### src/pkg/acra_pkg.sv
// Shared constants and types of the customer register array
package acra_pkg;

  // ----------------------------------------
  // Register addresses
  // ----------------------------------------
  localparam logic [7:0] ADDR_SERIAL0 = 8'h00;
  localparam logic [7:0] ADDR_SERIAL3 = 8'h03;
  localparam logic [7:0] ADDR_RSVD_F04 = 8'h04;
  localparam logic [7:0] ADDR_RSVD_F05 = 8'h05;
  localparam logic [7:0] ADDR_FACT_X = 8'h06;
  localparam logic [7:0] ADDR_FACT_Y = 8'h07;
  localparam logic [7:0] ADDR_PART_CODE = 8'h08;
  localparam logic [7:0] ADDR_UNASSIGNED = 8'h09;
  localparam logic [7:0] ADDR_DEV_CTRL = 8'h0a;
  localparam logic [7:0] ADDR_DEV_CFG = 8'h0b;
  localparam logic [7:0] ADDR_AXIS_X = 8'h0c;
  localparam logic [7:0] ADDR_AXIS_Y = 8'h0d;
  localparam logic [7:0] ADDR_ARM_CFG_X = 8'h0e;
  localparam logic [7:0] ADDR_ARM_CFG_Y = 8'h0f;
  localparam logic [7:0] ADDR_THR_XP = 8'h10;
  localparam logic [7:0] ADDR_THR_YP = 8'h11;
  localparam logic [7:0] ADDR_THR_XN = 8'h12;
  localparam logic [7:0] ADDR_THR_YN = 8'h13;
  localparam logic [7:0] ADDR_STATUS = 8'h14;
  localparam logic [7:0] ADDR_COUNTER = 8'h15;
  localparam logic [7:0] ADDR_OFFSET_X = 8'h16;
  localparam logic [7:0] ADDR_OFFSET_Y = 8'h17;
  localparam logic [7:0] ADDR_RSVD_U1C = 8'h1c;
  localparam logic [7:0] ADDR_RSVD_U1D = 8'h1d;

  // ----------------------------------------
  // Field positions and sizes
  // ----------------------------------------
  localparam int OTP_BYTES = 9;
  localparam int WR_BYTES = 9;
  localparam int SERIAL_COUNT_BITS = 13;
  localparam int SELFTEST_MAG_BIT = 7;
  localparam int INIT_LOCK_BIT = 5;
  localparam int RESET_CODE_HIGH_BIT = 7;
  localparam int RESET_CODE_LOW_BIT = 6;
  localparam int STATUS_DEVRES_BIT = 0;
  localparam logic [7:0] DEV_CFG_WMASK = 8'h3f;
  localparam logic [7:0] AXIS_CFG_WMASK = 8'h8f;
  localparam logic [7:0] ARM_CFG_WMASK = 8'h3f;
  localparam logic [7:0] STATUS_IN_MASK = 8'h7e;
  localparam logic [7:0] RESET_VALUE = 8'h00;
  localparam logic [7:0] CRC_POLY = 8'h2f;
  localparam logic [7:0] CRC_INIT = 8'hff;

  // Reset code pairs, high bit first
  localparam logic [1:0] RESET_CODE_FIRST = 2'h0;
  localparam logic [1:0] RESET_CODE_SECOND = 2'h3;
  localparam logic [1:0] RESET_CODE_THIRD = 2'h1;

  // ----------------------------------------
  // Types
  // ----------------------------------------
  typedef enum logic [1:0] {SEQ_IDLE, SEQ_GOT_FIRST, SEQ_GOT_SECOND} acra_seq_e;

  typedef struct packed {
    logic [7:0] device_config;
    logic [7:0] axisX;
    logic [7:0] axisY;
    logic [7:0] armX;
    logic [7:0] armY;
    logic [7:0] thrXp;
    logic [7:0] thrYp;
    logic [7:0] thrXn;
    logic [7:0] thrYn;
  } acra_cfg_s;

  typedef struct packed {
    logic [7:0] counter;
    logic [7:0] offsetX;
    logic [7:0] offsetY;
    logic [7:0] status;
  } acra_sense_s;

endpackage

### src/design/acra_crc8.sv
// CRC-8 over a block of bytes, byte 0 first
`timescale 1ns/1ns
`default_nettype none
module acra_crc8 import acra_pkg::*; #(
  parameter int NBYTES = 9
) (
  input wire logic [NBYTES-1:0][7:0] blockData, // Bytes to cover
  output logic [7:0] crcValue // Combinational CRC result
);

  // ----------------------------------------
  // Byte-serial CRC chain
  // ----------------------------------------
  // One entry per stage, so each generate branch drives its own element
  logic [7:0] chain [NBYTES+1];

  assign chain[0] = CRC_INIT;

  genvar gi;
  generate
    for (gi = 0; gi < NBYTES; gi++) begin : g_byte
      always_comb begin
        logic [7:0] acc;
        acc = chain[gi] ^ blockData[gi];
        for (int b = 0; b < 8; b++) begin
          acc = acc[7] ? ({acc[6:0], 1'b0} ^ CRC_POLY) : {acc[6:0], 1'b0};
        end
        chain[gi+1] = acc;
      end
    end
  endgenerate

  assign crcValue = chain[NBYTES];

endmodule
`default_nettype wire

### src/design/acra_reset_seq.sv
// Three-write device reset sequence detector
`timescale 1ns/1ns
`default_nettype none
module acra_reset_seq import acra_pkg::*; (
  input wire logic clk, // System clock
  input wire logic sys_rst, // Synchronous reset, active high
  input wire logic cmdValid, // Any register command this cycle
  input wire logic ctrlWrite, // Command is a write to device control
  input wire logic [1:0] resetCode, // High and low reset code bits written
  output logic resetPulse // One-cycle device reset request
);

  // ----------------------------------------
  // Sequence state
  // ----------------------------------------
  acra_seq_e seq_reg, seq_next;
  logic pulse_reg, pulse_next;

  always_comb begin
    seq_next = seq_reg;
    pulse_next = 1'b0;
    if (cmdValid) begin
      // Any other command aborts; a first code always restarts
      seq_next = SEQ_IDLE;
      if (ctrlWrite) begin
        case (seq_reg)
          SEQ_GOT_FIRST: begin
            if (resetCode == RESET_CODE_SECOND) seq_next = SEQ_GOT_SECOND;
          end
          SEQ_GOT_SECOND: begin
            if (resetCode == RESET_CODE_THIRD) pulse_next = 1'b1;
          end
          default: begin
          end
        endcase
        if (resetCode == RESET_CODE_FIRST) seq_next = SEQ_GOT_FIRST;
      end
    end
  end

  always_ff @(posedge clk) begin
    if (sys_rst) begin
      seq_reg <= SEQ_IDLE;
      pulse_reg <= 1'b0;
    end else begin
      seq_reg <= seq_next;
      pulse_reg <= pulse_next;
    end
  end

  assign resetPulse = pulse_reg;

endmodule
`default_nettype wire

### src/design/acra_register_array.sv
// Customer register array: factory shadow, writable configuration, status
`timescale 1ns/1ns
`default_nettype none
module acra_register_array import acra_pkg::*; (
  input wire logic clk, // System clock, 100 MHz
  input wire logic sys_rst, // Synchronous reset, active high
  input wire logic [OTP_BYTES-1:0][7:0] otpImage, // Fuse array, byte 0 at address 0
  input wire logic [7:0] otpCrcRef, // Stored CRC of the fuse array
  input wire acra_sense_s senseIn, // Live status, counter and offset values
  input wire logic regValid, // One-cycle register command strobe
  input wire logic regWrite, // Command is a write
  input wire logic [7:0] regAddr, // Register address
  input wire logic [7:0] regWrData, // Write data
  output logic regAck, // Answer strobe, one cycle
  output logic [7:0] regRdData, // Read data, zero for writes
  output logic regInvalid, // Invalid register request, with regAck
  output acra_cfg_s cfgOut, // Writable configuration contents
  output logic [1:0] selftestHigh, // Per axis: high self-test deflection
  output logic [31:0] serialNumber, // Whole device serial number
  output logic [7:0] partCode, // Part code byte
  output logic initLocked, // Init-done lock engaged
  output logic otpCrcFault, // Factory block CRC mismatch
  output logic wrCrcFault, // Writable block CRC mismatch
  output logic deviceReset // One-cycle internal device reset
);

  // ----------------------------------------
  // Factory shadow
  // ----------------------------------------
  logic [OTP_BYTES-1:0][7:0] shadow_reg, shadow_next;
  logic loadPending_reg, loadPending_next;

  // ----------------------------------------
  // Writable block and status
  // ----------------------------------------
  acra_cfg_s cfg_reg, cfg_next;
  logic [7:0] wrCrcRef_reg, wrCrcRef_next;
  logic devResFlag_reg, devResFlag_next;
  logic otpFault_reg, otpFault_next;
  logic wrFault_reg, wrFault_next;
  logic lockArmed_reg, lockArmed_next;

  // ----------------------------------------
  // Answer path
  // ----------------------------------------
  logic ack_reg, ack_next;
  logic [7:0] rdData_reg, rdData_next;
  logic invalid_reg, invalid_next;

  // ----------------------------------------
  // Sub-blocks
  // ----------------------------------------
  logic [7:0] otpCrc;
  logic [7:0] wrCrc;
  logic resetPulse;
  logic ctrlWrite;
  logic lockNow;
  logic [WR_BYTES-1:0][7:0] wrBlock;
  logic [7:0] statusByte;

  assign wrBlock = cfg_reg;
  assign lockNow = cfg_reg.device_config[INIT_LOCK_BIT];
  assign ctrlWrite = regValid && regWrite && (regAddr == ADDR_DEV_CTRL);

  // Serial bytes are part of the covered image
  acra_crc8 #(
    .NBYTES(OTP_BYTES)
  ) u_otp_crc (
    .blockData(shadow_reg),
    .crcValue(otpCrc)
  );

  // Independent checker for the writable block
  acra_crc8 #(
    .NBYTES(WR_BYTES)
  ) u_wr_crc (
    .blockData(wrBlock),
    .crcValue(wrCrc)
  );

  acra_reset_seq u_reset_seq (
    .clk(clk),
    .sys_rst(sys_rst),
    .cmdValid(regValid),
    .ctrlWrite(ctrlWrite),
    .resetCode({regWrData[RESET_CODE_HIGH_BIT], regWrData[RESET_CODE_LOW_BIT]}),
    .resetPulse(resetPulse)
  );

  // ----------------------------------------
  // Status byte: live inputs plus device-reset flag
  // ----------------------------------------
  always_comb begin
    statusByte = senseIn.status & STATUS_IN_MASK;
    statusByte[STATUS_DEVRES_BIT] = devResFlag_reg;
  end

  // ----------------------------------------
  // Shadow load and CRC monitors
  // ----------------------------------------
  always_comb begin
    shadow_next = shadow_reg;
    loadPending_next = 1'b0;
    otpFault_next = otpFault_reg;
    wrFault_next = wrFault_reg;
    wrCrcRef_next = wrCrcRef_reg;
    lockArmed_next = lockNow && !resetPulse;
    // Fuses copied once after reset; host writes never reach here
    if (loadPending_reg) begin
      shadow_next = otpImage;
    end else if (otpCrc != otpCrcRef) begin
      otpFault_next = 1'b1;
    end
    // Reference follows the block until a cycle after locking, so it covers the locking write
    if (!lockArmed_reg) begin
      wrCrcRef_next = wrCrc;
    end else if (wrCrc != wrCrcRef_reg) begin
      wrFault_next = 1'b1;
    end
    if (resetPulse) begin
      wrFault_next = 1'b0;
    end
  end

  always_ff @(posedge clk) begin
    if (sys_rst) begin
      shadow_reg <= '0;
      loadPending_reg <= 1'b1;
      otpFault_reg <= 1'b0;
      wrFault_reg <= 1'b0;
      wrCrcRef_reg <= CRC_INIT;
      lockArmed_reg <= 1'b0;
    end else begin
      shadow_reg <= shadow_next;
      loadPending_reg <= loadPending_next;
      otpFault_reg <= otpFault_next;
      wrFault_reg <= wrFault_next;
      wrCrcRef_reg <= wrCrcRef_next;
      lockArmed_reg <= lockArmed_next;
    end
  end

  // ----------------------------------------
  // Writable registers
  // ----------------------------------------
  always_comb begin
    cfg_next = cfg_reg;
    devResFlag_next = devResFlag_reg;
    if (regValid && !regWrite && (regAddr == ADDR_STATUS)) begin
      devResFlag_next = 1'b0;
    end
    // Locked block takes no writes; device control holds no storage
    if (regValid && regWrite && !lockNow) begin
      case (regAddr)
        ADDR_DEV_CFG: cfg_next.device_config = regWrData & DEV_CFG_WMASK;
        ADDR_AXIS_X: cfg_next.axisX = regWrData & AXIS_CFG_WMASK;
        ADDR_AXIS_Y: cfg_next.axisY = regWrData & AXIS_CFG_WMASK;
        ADDR_ARM_CFG_X: cfg_next.armX = regWrData & ARM_CFG_WMASK;
        ADDR_ARM_CFG_Y: cfg_next.armY = regWrData & ARM_CFG_WMASK;
        ADDR_THR_XP: cfg_next.thrXp = regWrData;
        ADDR_THR_YP: cfg_next.thrYp = regWrData;
        ADDR_THR_XN: cfg_next.thrXn = regWrData;
        ADDR_THR_YN: cfg_next.thrYn = regWrData;
        default: begin
        end
      endcase
    end
    // Device reset clears the lock and all configuration
    if (resetPulse) begin
      cfg_next = '0;
      devResFlag_next = 1'b1;
    end
  end

  always_ff @(posedge clk) begin
    if (sys_rst) begin
      cfg_reg <= '0;
      devResFlag_reg <= 1'b1;
    end else begin
      cfg_reg <= cfg_next;
      devResFlag_reg <= devResFlag_next;
    end
  end

  // ----------------------------------------
  // Read decode and invalid-address reporting
  // ----------------------------------------
  always_comb begin
    ack_next = regValid;
    rdData_next = RESET_VALUE;
    invalid_next = 1'b0;
    if (regValid) begin
      case (regAddr)
        ADDR_SERIAL0, 8'h01, 8'h02, ADDR_SERIAL3: begin
          if (!regWrite) rdData_next = shadow_reg[regAddr[1:0]];
        end
        ADDR_RSVD_F04: begin
          if (!regWrite) rdData_next = shadow_reg[4];
        end
        ADDR_RSVD_F05: begin
          if (!regWrite) rdData_next = shadow_reg[5];
        end
        ADDR_FACT_X: begin
          if (!regWrite) rdData_next = shadow_reg[6];
        end
        ADDR_FACT_Y: begin
          if (!regWrite) rdData_next = shadow_reg[7];
        end
        ADDR_PART_CODE: begin
          if (!regWrite) rdData_next = shadow_reg[8];
        end
        ADDR_UNASSIGNED: invalid_next = 1'b1;
        ADDR_DEV_CTRL: rdData_next = RESET_VALUE;
        ADDR_DEV_CFG: begin
          if (!regWrite) rdData_next = cfg_reg.device_config;
        end
        ADDR_AXIS_X: begin
          if (!regWrite) rdData_next = cfg_reg.axisX;
        end
        ADDR_AXIS_Y: begin
          if (!regWrite) rdData_next = cfg_reg.axisY;
        end
        ADDR_ARM_CFG_X: begin
          if (!regWrite) rdData_next = cfg_reg.armX;
        end
        ADDR_ARM_CFG_Y: begin
          if (!regWrite) rdData_next = cfg_reg.armY;
        end
        ADDR_THR_XP: begin
          if (!regWrite) rdData_next = cfg_reg.thrXp;
        end
        ADDR_THR_YP: begin
          if (!regWrite) rdData_next = cfg_reg.thrYp;
        end
        ADDR_THR_XN: begin
          if (!regWrite) rdData_next = cfg_reg.thrXn;
        end
        ADDR_THR_YN: begin
          if (!regWrite) rdData_next = cfg_reg.thrYn;
        end
        ADDR_STATUS: begin
          if (!regWrite) rdData_next = statusByte;
        end
        ADDR_COUNTER: begin
          if (!regWrite) rdData_next = senseIn.counter;
        end
        ADDR_OFFSET_X: begin
          if (!regWrite) rdData_next = senseIn.offsetX;
        end
        ADDR_OFFSET_Y: begin
          if (!regWrite) rdData_next = senseIn.offsetY;
        end
        ADDR_RSVD_U1C, ADDR_RSVD_U1D: rdData_next = RESET_VALUE;
        default: invalid_next = 1'b1;
      endcase
    end
  end

  always_ff @(posedge clk) begin
    if (sys_rst) begin
      ack_reg <= 1'b0;
      rdData_reg <= RESET_VALUE;
      invalid_reg <= 1'b0;
    end else begin
      ack_reg <= ack_next;
      rdData_reg <= rdData_next;
      invalid_reg <= invalid_next;
    end
  end

  // ----------------------------------------
  // Per-axis self-test magnitude
  // ----------------------------------------
  genvar ax;
  generate
    for (ax = 0; ax < 2; ax++) begin : g_axis
      // Clear: low deflection up to 60 g; set: high deflection
      assign selftestHigh[ax] = shadow_reg[6 + ax][SELFTEST_MAG_BIT];
    end
  endgenerate

  // ----------------------------------------
  // Outputs
  // ----------------------------------------
  assign regAck = ack_reg;
  assign regRdData = rdData_reg;
  assign regInvalid = invalid_reg;
  assign cfgOut = cfg_reg;
  assign serialNumber = {shadow_reg[3], shadow_reg[2], shadow_reg[1], shadow_reg[0]};
  assign partCode = shadow_reg[8];
  assign initLocked = lockNow;
  assign otpCrcFault = otpFault_reg;
  assign wrCrcFault = wrFault_reg;
  assign deviceReset = resetPulse;

endmodule
`default_nettype wire

### config.mk
export PLATFORM = sky130hd
export DESIGN_NAME = acra_register_array
export DESIGN_NICKNAME = d
export VERILOG_FILES = /design/src/pkg/acra_pkg.sv /design/src/design/acra_crc8.sv /design/src/design/acra_reset_seq.sv /design/src/design/acra_register_array.sv
export SDC_FILE = /design/constraint.sdc
export NUM_CORES = 1
export LEC_CHECK = 0
export BUFFER_PORTS_ARGS = -buffer_cell sky130_fd_sc_hd__buf_2
export CORE_MARGIN = 1
export CORE_UTILIZATION = 45
export CTS_CLUSTER_DIAMETER = 30
export DETAILED_ROUTE_END_ITERATION = 12
export GPL_ROUTABILITY_DRIVEN = 0
export GPL_TIMING_DRIVEN = 0
export PLACE_DENSITY = 0.67
export SLEW_MARGIN = 10
export SYNTH_ARGS = -nofsm -noshare
export SYNTH_HDL_FRONTEND = slang
export SYNTH_HIERARCHICAL = 1
export SYNTH_SLANG_ARGS = --single-unit
export TNS_END_PERCENT = 20
### constraint.sdc
create_clock -name clk -period 6.35 [get_ports clk]
set_clock_uncertainty 0.15 [all_clocks]
set_input_delay 1.5875 -clock clk [delete_from_list [all_inputs] [get_ports clk]]
set_output_delay 1.5875 -clock clk [all_outputs]
set_load 0.005 [all_outputs]
==> results of run 1 <==
==> final cells by class <==
cell class	count	area, µm²
repair buffers	287	1584
multi-input cells	1062	11290
diodes	1	2.502
fillers	2788	13920
flip-flops and latches	158	3199
clock buffers	18	439.2
well taps	435	544.3
plain buffers	118	720.7
clock inverters	12	162.7
inverters	4	15.01
==> critical path: cells and delay by family (launching register included) <==
family,cells,cell delay (ps)
xor+xnor,13,4390
flops,1,390
compound gates,1,140
buf+inv,4,620
simple gates,3,370
==> cell families after synthesis <==
| logic type | after synthesis |
|---|---|
| compound gates | 124 |
| other cells | 1 |
| mux | 145 |
| buf+inv | 123 |
| simple gates | 249 |
| xor+xnor | 516 |
| flops | 158 |
==> metal layers <==
| layer | wire [µm] | up-vias | share of wire [%] | global-route usage, % |
|---|---|---|---|---|
| li1 | - | 5142 | - | - |
| met1 | 20590 | 5406 | 44 | 38.49 |
| met2 | 20420 | 585 | 44 | 42.52 |
| met3 | 4331 | 96 | 9.3 | 7.685 |
| met4 | 1332 | 4 | 2.8 | 8.336 |
| met5 | 93 | - | 0.20 | 0 |
==> cells in the final DEF (no fill, tap or decap), drive strengths merged, types with 20 or more instances in the layout <==
master,count
dfxtp,158
xor2,99
buf,371
o21ai,20
conb,28
xor3,28
mux2i,127
nor2,137
clkbuf,52
xnor3,130
nand3,22
nand2,32
a21oi,22
xnor2,259
==> worst max-delay path by stage <==
stage / to / from / depth (start not counted)
5_1_grt: wrCrcFault$_SDFFE_PP0P_ / cfgOut[27]$_SDFFE_PP0P_ / 19
6_report: wrCrcFault$_SDFFE_PP0P_ / cfgOut[3]$_SDFFE_PP0P_ / 21
4_1_cts: wrCrcFault$_SDFFE_PP0P_ / cfgOut[0]$_SDFFE_PP0P_ / 19
2_1_floorplan: wrCrcFault$_SDFFE_PP0P_ / cfgOut[0]$_SDFFE_PP0P_ / 17
3_5_place_dp: wrCrcFault$_SDFFE_PP0P_ / cfgOut[13]$_SDFFE_PP0P_ / 17
3_3_place_gp: wrCrcFault$_SDFFE_PP0P_ / cfgOut[13]$_SDFFE_PP0P_ / 17
==> through the flow <==
stage | cells | setup TNS (ps)
after floorplan | 1343 | 0
after global placement | 2016 | -2779
after detailed placement | 2016 | -2947
after CTS | 2077 | 0
after global routing | 2094 | -21.31
final | 2095 | 0
==> repair_timing <==
action	CTS	global route
pin swaps	21	23
setup endpoints to repair	8	1
resized for setup	52	30
hold endpoints to repair	0	0
setup buffers	32	17
hold buffers	0	0
==> metrics.md, run 1 <==
| Metric | Value |
|---|---|
| Run status | `completed` |
| Vias in the first global route | `~11k` |
| First-pass GRT wire length | `a little under 70000 µm` |
| Largest net degree at the start of global routing | `17` |
| Largest cells by area after synthesis | `dfxtp_1, xnor3_1, xnor2_1, mux2i_1, xor2_1` |
| Max FFs per register | `60` |
| Post-Synth XOR/XNOR Area | `around 48%` |
| Top cells by count, synth | `xnor2_1, dfxtp_1, nor2_1` |
| Post-synth ARST share | `0%` |
| Final net count | `1780` |
| Clock transition at path regs | `70 ps` |
| Setup slack after layout | `143.8 ps` |
| Grt ovf | `0` |
| Fin. max-slew vios | `0` |
| Clk Tree Root Cell | `clkbuf_16` |
| Crit Path Category | `reg -> reg` |
| Crit path DAT | `between 6000 and 7000 ps` |
| HPWL after DPL | `around 37000 µm` |
| CP endpoint kind | `register` |
| Residual DRC | `0` |
| CP max FO | `6` |
| Post-Synth Simple-Gate Area | `under 10%` |
| Sinks on Clock Net | `158` |
| Layout cells sized above 1 | `34.00%` |
| Full die area | `33400 µm²` |
| Cell breakdown of the critical path | `xnor3_2, xor2_4, buf_4, xnor3_2, xnor3_1, xor3_2, buf_12, xnor2_4, buf_12, buf_4, xnor2_1, xor2_1, xnor3_2, xnor2_4, xnor3_2, xnor2_2, xor2_1, nor4_1, nand2_1, a21oi_1, nor2_1` |
| Endpoint with the worst hold slack | `devResFlag_reg$_SDFFE_PP1P_` |
| I/O pins | `260` |
| Count leader, synth | `xnor2_1` |
| Tcrit/Tclk final | `97.74%` |
| Synth warn | `6` |
| Routed wire length | `46770 µm` |
| Seq/Total Area, Yosys | `a little over a fifth` |
| Launching point of the worst reg2reg path | `cfgOut[3]$_SDFFE_PP0P_` |
| Synth Area in Compound Gates | `6.111%` |
| Drt pass-1 iters | `6` |
| Mapped Avg Cell Area | `11.17 µm²` |
| Vias | `11.23k` |
| Worst hold path stage count | `1` |
| Cell mode on critical path | `xnor3_2` |
| Pre-CTS WS | `-840.6 ps` |
| Worst Tran Pin Value | `1059 ps` |
| Final worst path period need | `6206 ps` |
| Worst-case reg-to-reg path depth | `21` |
| Achievable clock frequency | `roughly 160 MHz` |
| Capturing point of the worst reg2reg path | `wrCrcFault$_SDFFE_PP0P_` |
| Max_cap viols | `0` |
| I/O Buffers | `238` |
| Worst Path Required | `6490 ps` |
| Initial Util | `46.11%` |
| Clock latency on the worst-skew pair | `roughly 430 ps` |
| WHS | `326.8 ps` |
| Syn Std Cell Area | `14700 µm²` |
| Row Count | `65` |
| Post-layout util | `56.34%` |
| CTS tree | `yes` |
| Leading area contributor after synthesis | `dfxtp_1` |
| Area added between synthesis and finish | `22.18%` |
| Yosys reg bits | `158` |
| Startpoint types | `register` |
| Final Cell Area | `between 15000 and 20000 µm²` |
| Syn Inst Count | `1316` |
| Largest family of logic cells by synthesized area | `XOR/XNOR gates` |
| CTS H-tree depth | `4` |
| Die height | `182.8 µm` |
| Synth cell types | `76` |
| Routed vias/inst | `5.362` |
| Reg2Reg Setup Slack | `roughly 140 ps` |
| Iter 0 DRT Violations | `between 900 and 1k` |
| Placed Instance Area | `16570 µm²` |
| Hold path startpoint | `devResFlag_reg$_SDFFE_PP1P_` |
| # setup viols final | `0` |
| Total CTS buffers | `17` |
| Mux contribution to synthesized area | `10.87%` |
| Post-synth EDFFs | `0` |
| CP max stage delay | `540 ps` |
| WL per Instance | `between 20 and 25 µm` |
| Gr usage total | `27.89%` |
| Clk buf depth | `2` |
| Max transition margin | `29.26%` |
| Die width | `about 180 µm` |
| Final hold violation count | `0` |
| Antenna violation net count after detailed routing | `0` |
| Synth Area in Adders | `0%` |
| Top cell type's share of synthesized area | `21.51%` |
| Hold/Removal Path Class | `reg -> reg` |
| Critical-path top delay cell | `xnor3_2` |
| Core area | `~32000 µm²` |
| Top FF cell, synth | `dfxtp_1` |
| Antenna violations before repair | `2` |
Power of run 1 is left out: the tool's default activity adds up to more than one toggle a clock period on the data nets, which glitch-free logic cannot reach.
==> run 2, diff against run 1 <==
--- a/config.mk
+++ b/config.mk
@@ -8,6 +8,7 @@
 export BUFFER_PORTS_ARGS = -buffer_cell sky130_fd_sc_hd__buf_2
 export CORE_MARGIN = 1
 export CORE_UTILIZATION = 45
+export CTS_BUF_LIST = sky130_fd_sc_hd__clkbuf_16
 export CTS_CLUSTER_DIAMETER = 30
 export DETAILED_ROUTE_END_ITERATION = 12
 export GPL_ROUTABILITY_DRIVEN = 0
==> run 2 against run 1 <==
- via count decreased by 0.12%
- design area rose by 0.10%
- clock-buffer cell count shrank 1
- maximum frequency increased by 0.85%
- register-to-register slack better by 50 ps
- non-clock buffer count shrank 2
- die area is the same
- worst setup slack improved by 53 ps
- sequential share of layout area is essentially flat
- utilization rose by 0.059 points
- flip-flop and latch count stayed put
- critical endpoint unchanged
- largest cell class unchanged
- highest routed layer unchanged
==> metrics.md, run 2 (synthesized netlist as in run 1, its figures left out) <==
| Metric | Value |
|---|---|
| WL per Instance | `22.37 µm` |
| CP endpoint kind | `register` |
| Run status | `completed` |
| Fin. max-slew vios | `0` |
| CP max FO | `6` |
| CTS tree | `yes` |
| Full die area | `roughly 33000 µm²` |
| Total CTS buffers | `17` |
| Tcrit/Tclk final | `96.91%` |
| Final net count | `1778` |
| Max FFs per register | `60` |
| Final Cell Area | `around 18000 µm²` |
| HPWL after DPL | `36910 µm` |
| Setup slack after layout | `approximately 200 ps` |
| Met3 wire length | `4704 µm` |
| Area added between synthesis and finish | `22.31%` |
| Routed vias/inst | `5.361` |
| Largest net degree at the start of global routing | `17` |
| Area of the multi-input gates | `roughly 11000 µm²` |
| Clk Tree Root Cell | `clkbuf_16` |
| Non-filler cells, final | `approximately 2.1k` |
| Layout cells sized above 1 | `34.22%` |
| Crit path DAT | `between 6000 and 7000 ps` |
| Row Count | `65` |
| Residual DRC | `0` |
| I/O pins | `260` |
| Worst Path Required | `~6500 ps` |
| Most frequent cells in the layout | `buf_2, xnor2_1, dfxtp_1, nor2_1, mux2i_1` |
| Fillers | `around 2.8k` |
| Core area | `31880 µm²` |
| Vias in the first global route | `approximately 11k` |
| Sinks on Clock Net | `158` |
| Clock latency on the worst-skew pair | `about 430 ps` |
| Dpl cells | `2016` |
| First-pass GRT wire length | `slightly below 70000 µm` |
| Most common cell after layout, fill and taps aside | `buf_2` |
| Worst Tran Pin Value | `1093 ps` |
| Antenna violation net count after detailed routing | `0` |
| Die width | `~180 µm` |
| Clock transition at path regs | `70 ps` |
| Vias | `11.22k` |
| Initial Util | `between 40% and 50%` |
| Hold/Removal Path Class | `reg -> reg` |
| Startpoint types | `register` |
| DR WL met2 | `~20000 µm` |
| Drt pass-1 iters | `7` |
| Clk buf depth | `2` |
| Antenna violations before repair | `1` |
| Grt ovf | `0` |
| Achievable clock frequency | `162.5 MHz` |
| Top Metal Used | `met5` |
| CTS H-tree depth | `4` |
| Gr usage total | `27.96%` |
| WHS | `325.2 ps` |
| Iter 0 DRT Violations | `around 960` |
| Pre-CTS WS | `-840.6 ps` |
| Met1 Wirelength | `20270 µm` |
| Register area | `3206 µm²` |
| Die height | `approximately 180 µm` |
| Max_cap viols | `0` |
| Final worst path period need | `6154 ps` |
| Final hold violation count | `0` |
| Placed Instance Area | `16570 µm²` |
| I/O Buffers | `238` |
| Crit Path Category | `reg -> reg` |
| # setup viols final | `0` |
| Routed wire length | `approximately 47000 µm` |
| Max transition margin | `26.97%` |
==> run 2: cell types whose count changed in the layout (fill, tap and decap cells not counted), sizes merged <==
cell	delta
buf	-2
clkbuf	-1
clkinv	+1
==> run 2: final cells by class <==
type	count	share of cell area [%]
clock inverter	13	0.9255
clock buffer	17	2.366
inverter	4	0.08350
sequential	158	17.83
timing repair buffer	285	8.726
multi-input combinational	1062	63.02
tap	435	3.027
antenna	1	0.01392
buffer	118	4.015
==> run 2: critical path, stage by stage, from the launching register on <==
cell	delay, ps
dfxtp_4	390
xnor3_2	520
xnor2_4	220
xnor3_2	530
xor2_4	190
xnor2_4	200
xnor3_2	470
buf_4	170
xor2_4	200
xor3_4	530
xnor3_2	440
xnor3_1	390
xnor2_2	220
xnor3_2	320
buf_4	190
xnor2_2	140
xor2_1	180
nor4_2	270
nand2_1	80
a21oi_1	140
nor2_1	50
==> run 2: final timing paths <==
kind / startpoint / end / slack, ps / cells after the start
setup / recovery: cfgOut[3]$_SDFFE_PP0P_ / wrCrcFault$_SDFFE_PP0P_ / 200 / 20
hold / removal: devResFlag_reg$_SDFFE_PP1P_ / devResFlag_reg$_SDFFE_PP1P_ / 330 / 1
setup reg to reg: cfgOut[3]$_SDFFE_PP0P_ / wrCrcFault$_SDFFE_PP0P_ / 200 / 20
hold reg to reg: devResFlag_reg$_SDFFE_PP1P_ / devResFlag_reg$_SDFFE_PP1P_ / 330 / 1
==> run 2: through the flow <==
| stage | setup TNS, ps | utilization (%) |
|---|---|---|
| 2_1_floorplan | 0 | - |
| 3_3_place_gp | -2779 | 51.97 |
| 3_5_place_dp | -2947 | 51.97 |
| 4_1_cts | 0 | 55.46 |
| 5_1_grt | -31.26 | 56.39 |
| 6_report | 0 | 56.40 |
==> run 2: metal layers <==
layer | global-route usage (%) | up-vias
li1 | - | 5134
met1 | 38.67 | 5406
met5 | 0 | -
met2 | 42.55 | 596
met3 | 7.685 | 82
met4 | 8.336 | 2
==> run 2: what timing repair did <==
item / 4_1_cts / 5_1_grt
setup buffers: 34 / 13
endpoints found under the hold margin: 0 / 0
pin swaps: 21 / 27
endpoints found under the setup margin: 8 / 1
hold buffers: 0 / 0
gates resized for setup: 52 / 41
Power of run 2 is left out for the same reason.
==> run 3, diff against run 2 <==
--- a/config.mk
+++ b/config.mk
@@ -6,7 +6,6 @@
 export NUM_CORES = 1
 export LEC_CHECK = 0
 export BUFFER_PORTS_ARGS = -buffer_cell sky130_fd_sc_hd__buf_2
-export CORE_MARGIN = 1
 export CORE_UTILIZATION = 45
 export CTS_BUF_LIST = sky130_fd_sc_hd__clkbuf_16
 export CTS_CLUSTER_DIAMETER = 30
==> constraint.sdc (replaced) <==
create_clock -name clk -period 6.35 [get_ports clk]
set_clock_uncertainty 0.15 [all_clocks]
set_input_delay 1.5875 -clock clk [delete_from_list [all_inputs] [get_ports clk]]
set_output_delay 1.5875 -clock clk [all_outputs]
set_load 0.05 [all_outputs]
==> run 3 against run 2 <==
- non-clock buffer count grew 3
- via count grew 0.71%
- global-route usage is essentially flat
- hold slack gained 8.0 ps
- utilization grew 0.27 points
- clock-buffer cell count is the same
- sequential share of layout area shrank 0.056 points
- register-to-register slack lost 160 ps
==> metrics.md, run 3 (synthesized netlist as in run 1, its figures left out) <==
| Metric | Value |
|---|---|
| Die width | `182.8 µm` |
| Setup slack after layout | `36.91 ps` |
| Drt pass-1 iters | `8` |
| Run status | `completed` |
| Core area | `31880 µm²` |
| Fin. max-slew vios | `0` |
| Hold/Removal Path Class | `reg -> reg` |
| WHS | `333.3 ps` |
| Full die area | `33400 µm²` |
| Final net count | `1781` |
| Crit Path Category | `reg -> reg` |
| CP endpoint kind | `register` |
| Launching point of the worst reg2reg path | `cfgOut[3]$_SDFFE_PP0P_` |
| CP max FO | `4` |
| Iter 0 DRT Violations | `1092` |
| Gr usage total | `27.98%` |
| CTS H-tree depth | `4` |
| I/O Buffers | `238` |
| Worst Path Required | `6500 ps` |
| WL per Instance | `between 20 and 25 µm` |
| Final setup TNS | `0 ps` |
| I/O pins | `260` |
| Most frequent cells in the layout | `buf_2, xnor2_1, dfxtp_1, nor2_1, mux2i_1` |
| Max transition margin | `29.18%` |
| Area added between synthesis and finish | `22.89%` |
| Largest net degree at the start of global routing | `17` |
| Clock latency on the worst-skew pair | `approximately 430 ps` |
| Worst Tran Pin Value | `roughly 1100 ps` |
| Residual DRC | `0` |
| # setup viols final | `0` |
| Worst-case reg-to-reg path depth | `26` |
| Antenna violation net count after detailed routing | `0` |
| Critical Path End | `wrCrcFault$_SDFFE_PP0P_` |
| Final hold violation count | `0` |
| RSZ-0062 raised after global routing | `true` |
| Initial Util | `46.11%` |
| Row Count | `65` |
| Clock transition at path regs | `around 70 ps` |
| Non-filler cells, final | `2099` |
| Final worst path period need | `6313 ps` |
| Crit path DAT | `6460 ps` |
| Layout cells sized above 1 | `35.08%` |
| Vias | `11.30k` |
| First-pass GRT wire length | `68390 µm` |
| Achievable clock frequency | `158.4 MHz` |
| Sinks on Clock Net | `158` |
| Clk buf depth | `2` |
| Pre-CTS WS | `-542.1 ps` |
| HPWL after DPL | `36630 µm` |
| Most common cell after layout, fill and taps aside | `buf_2` |
| Max FFs per register | `60` |
| Worst Setup SP | `cfgOut[3]$_SDFFE_PP0P_` |
| Vias in the first global route | `10.72k` |
| Max_cap viols | `0` |
| Die height | `182.8 µm` |
| CTS tree | `yes` |
| Clk Tree Root Cell | `clkbuf_16` |
| Grt ovf | `0` |
| Startpoint types | `register` |
| Routed wire length | `47040 µm` |
| Dpl cells | `~2.0k` |
| Reg2Reg Setup Slack | `40 ps` |
| Routed vias/inst | `5.384` |
| Antenna violations before repair | `3` |
| Total CTS buffers | `17` |
| Tcrit/Tclk final | `99.42%` |
| Capturing point of the worst reg2reg path | `wrCrcFault$_SDFFE_PP0P_` |
==> run 3: cell types whose count changed in the layout (fill, tap and decap cells not counted), sizes merged <==
cell	change
clkinvlp	+1
clkinv	-3
clkbuf	-1
diode	+1
bufinv	-1
buf	+4
inv	+5
==> run 3: metrics by stage <==
step           util (%)  instance area (µm²)
2_1_floorplan         -                14890
3_3_place_gp      52.14                16620
3_5_place_dp      52.14                16620
4_1_cts           55.36                17650
5_1_grt           56.67                18070
6_report          56.67                18070
==> run 3: what timing repair did <==
item                                    4_1_cts  5_1_grt
hold buffers                                  0        0
setup buffers                                26       25
gates cloned                                  0        0
endpoints found under the setup margin        5        2
pin swaps                                    23       47
resized for setup                            41       42
==> run 3: routing by layer <==
layer  global-route usage [%]  up-vias  wire, µm  part of all wire (%)
met3                    5.381       81      4087                   8.7
li1                         -     5142         -                     -
met1                    40.25     5477     21110                    45
met5                        0        -         8                 0.017
met4                    8.034        2      1216                   2.6
met2                    42.64      598     20620                    44
==> run 3: final cells by class <==
type | instances | area, µm²
repair buffers | 289 | 1648
multi-input cells | 1062 | 11340
plain buffers | 117 | 716.9
flip-flops and latches | 158 | 3211
inverters | 4 | 15.01
diodes | 2 | 5.005
clock buffers | 17 | 425.4
fillers | 2833 | 13810
clock inverters | 15 | 161.4
well taps | 435 | 544.3
==> run 3: worst min-delay path by stage <==
stage	from	endpoint	depth (start not counted)
4_1_cts	devResFlag_reg$_SDFFE_PP1P_	devResFlag_reg$_SDFFE_PP1P_	1
6_report	devResFlag_reg$_SDFFE_PP1P_	devResFlag_reg$_SDFFE_PP1P_	1
5_1_grt	devResFlag_reg$_SDFFE_PP1P_	devResFlag_reg$_SDFFE_PP1P_	1
2_1_floorplan	devResFlag_reg$_SDFFE_PP1P_	devResFlag_reg$_SDFFE_PP1P_	1
3_3_place_gp	devResFlag_reg$_SDFFE_PP1P_	devResFlag_reg$_SDFFE_PP1P_	1
3_5_place_dp	wrCrcFault$_SDFFE_PP0P_	wrCrcFault$_SDFFE_PP0P_	2
==> run 3: worst max-delay path: stages, from the launching register on <==
cell and delay [ps]:
dfxtp_4 370, buf_4 120, xnor3_2 470, buf_4 180
xnor2_4 210, xnor3_2 350, buf_12 160, xor2_4 160
xnor2_4 210, buf_4 150, buf_4 100, xnor3_2 240
buf_4 170, xor2_4 230, xor3_4 400, buf_12 150
xnor2_4 160, xor3_2 490, xnor3_2 400, xnor3_2 280
buf_4 170, xnor2_2 140, xor2_1 170, nor4_2 270
nand2_1 100, a21oi_2 120, nor2_1 50
Power of run 3 is left out for the same reason.
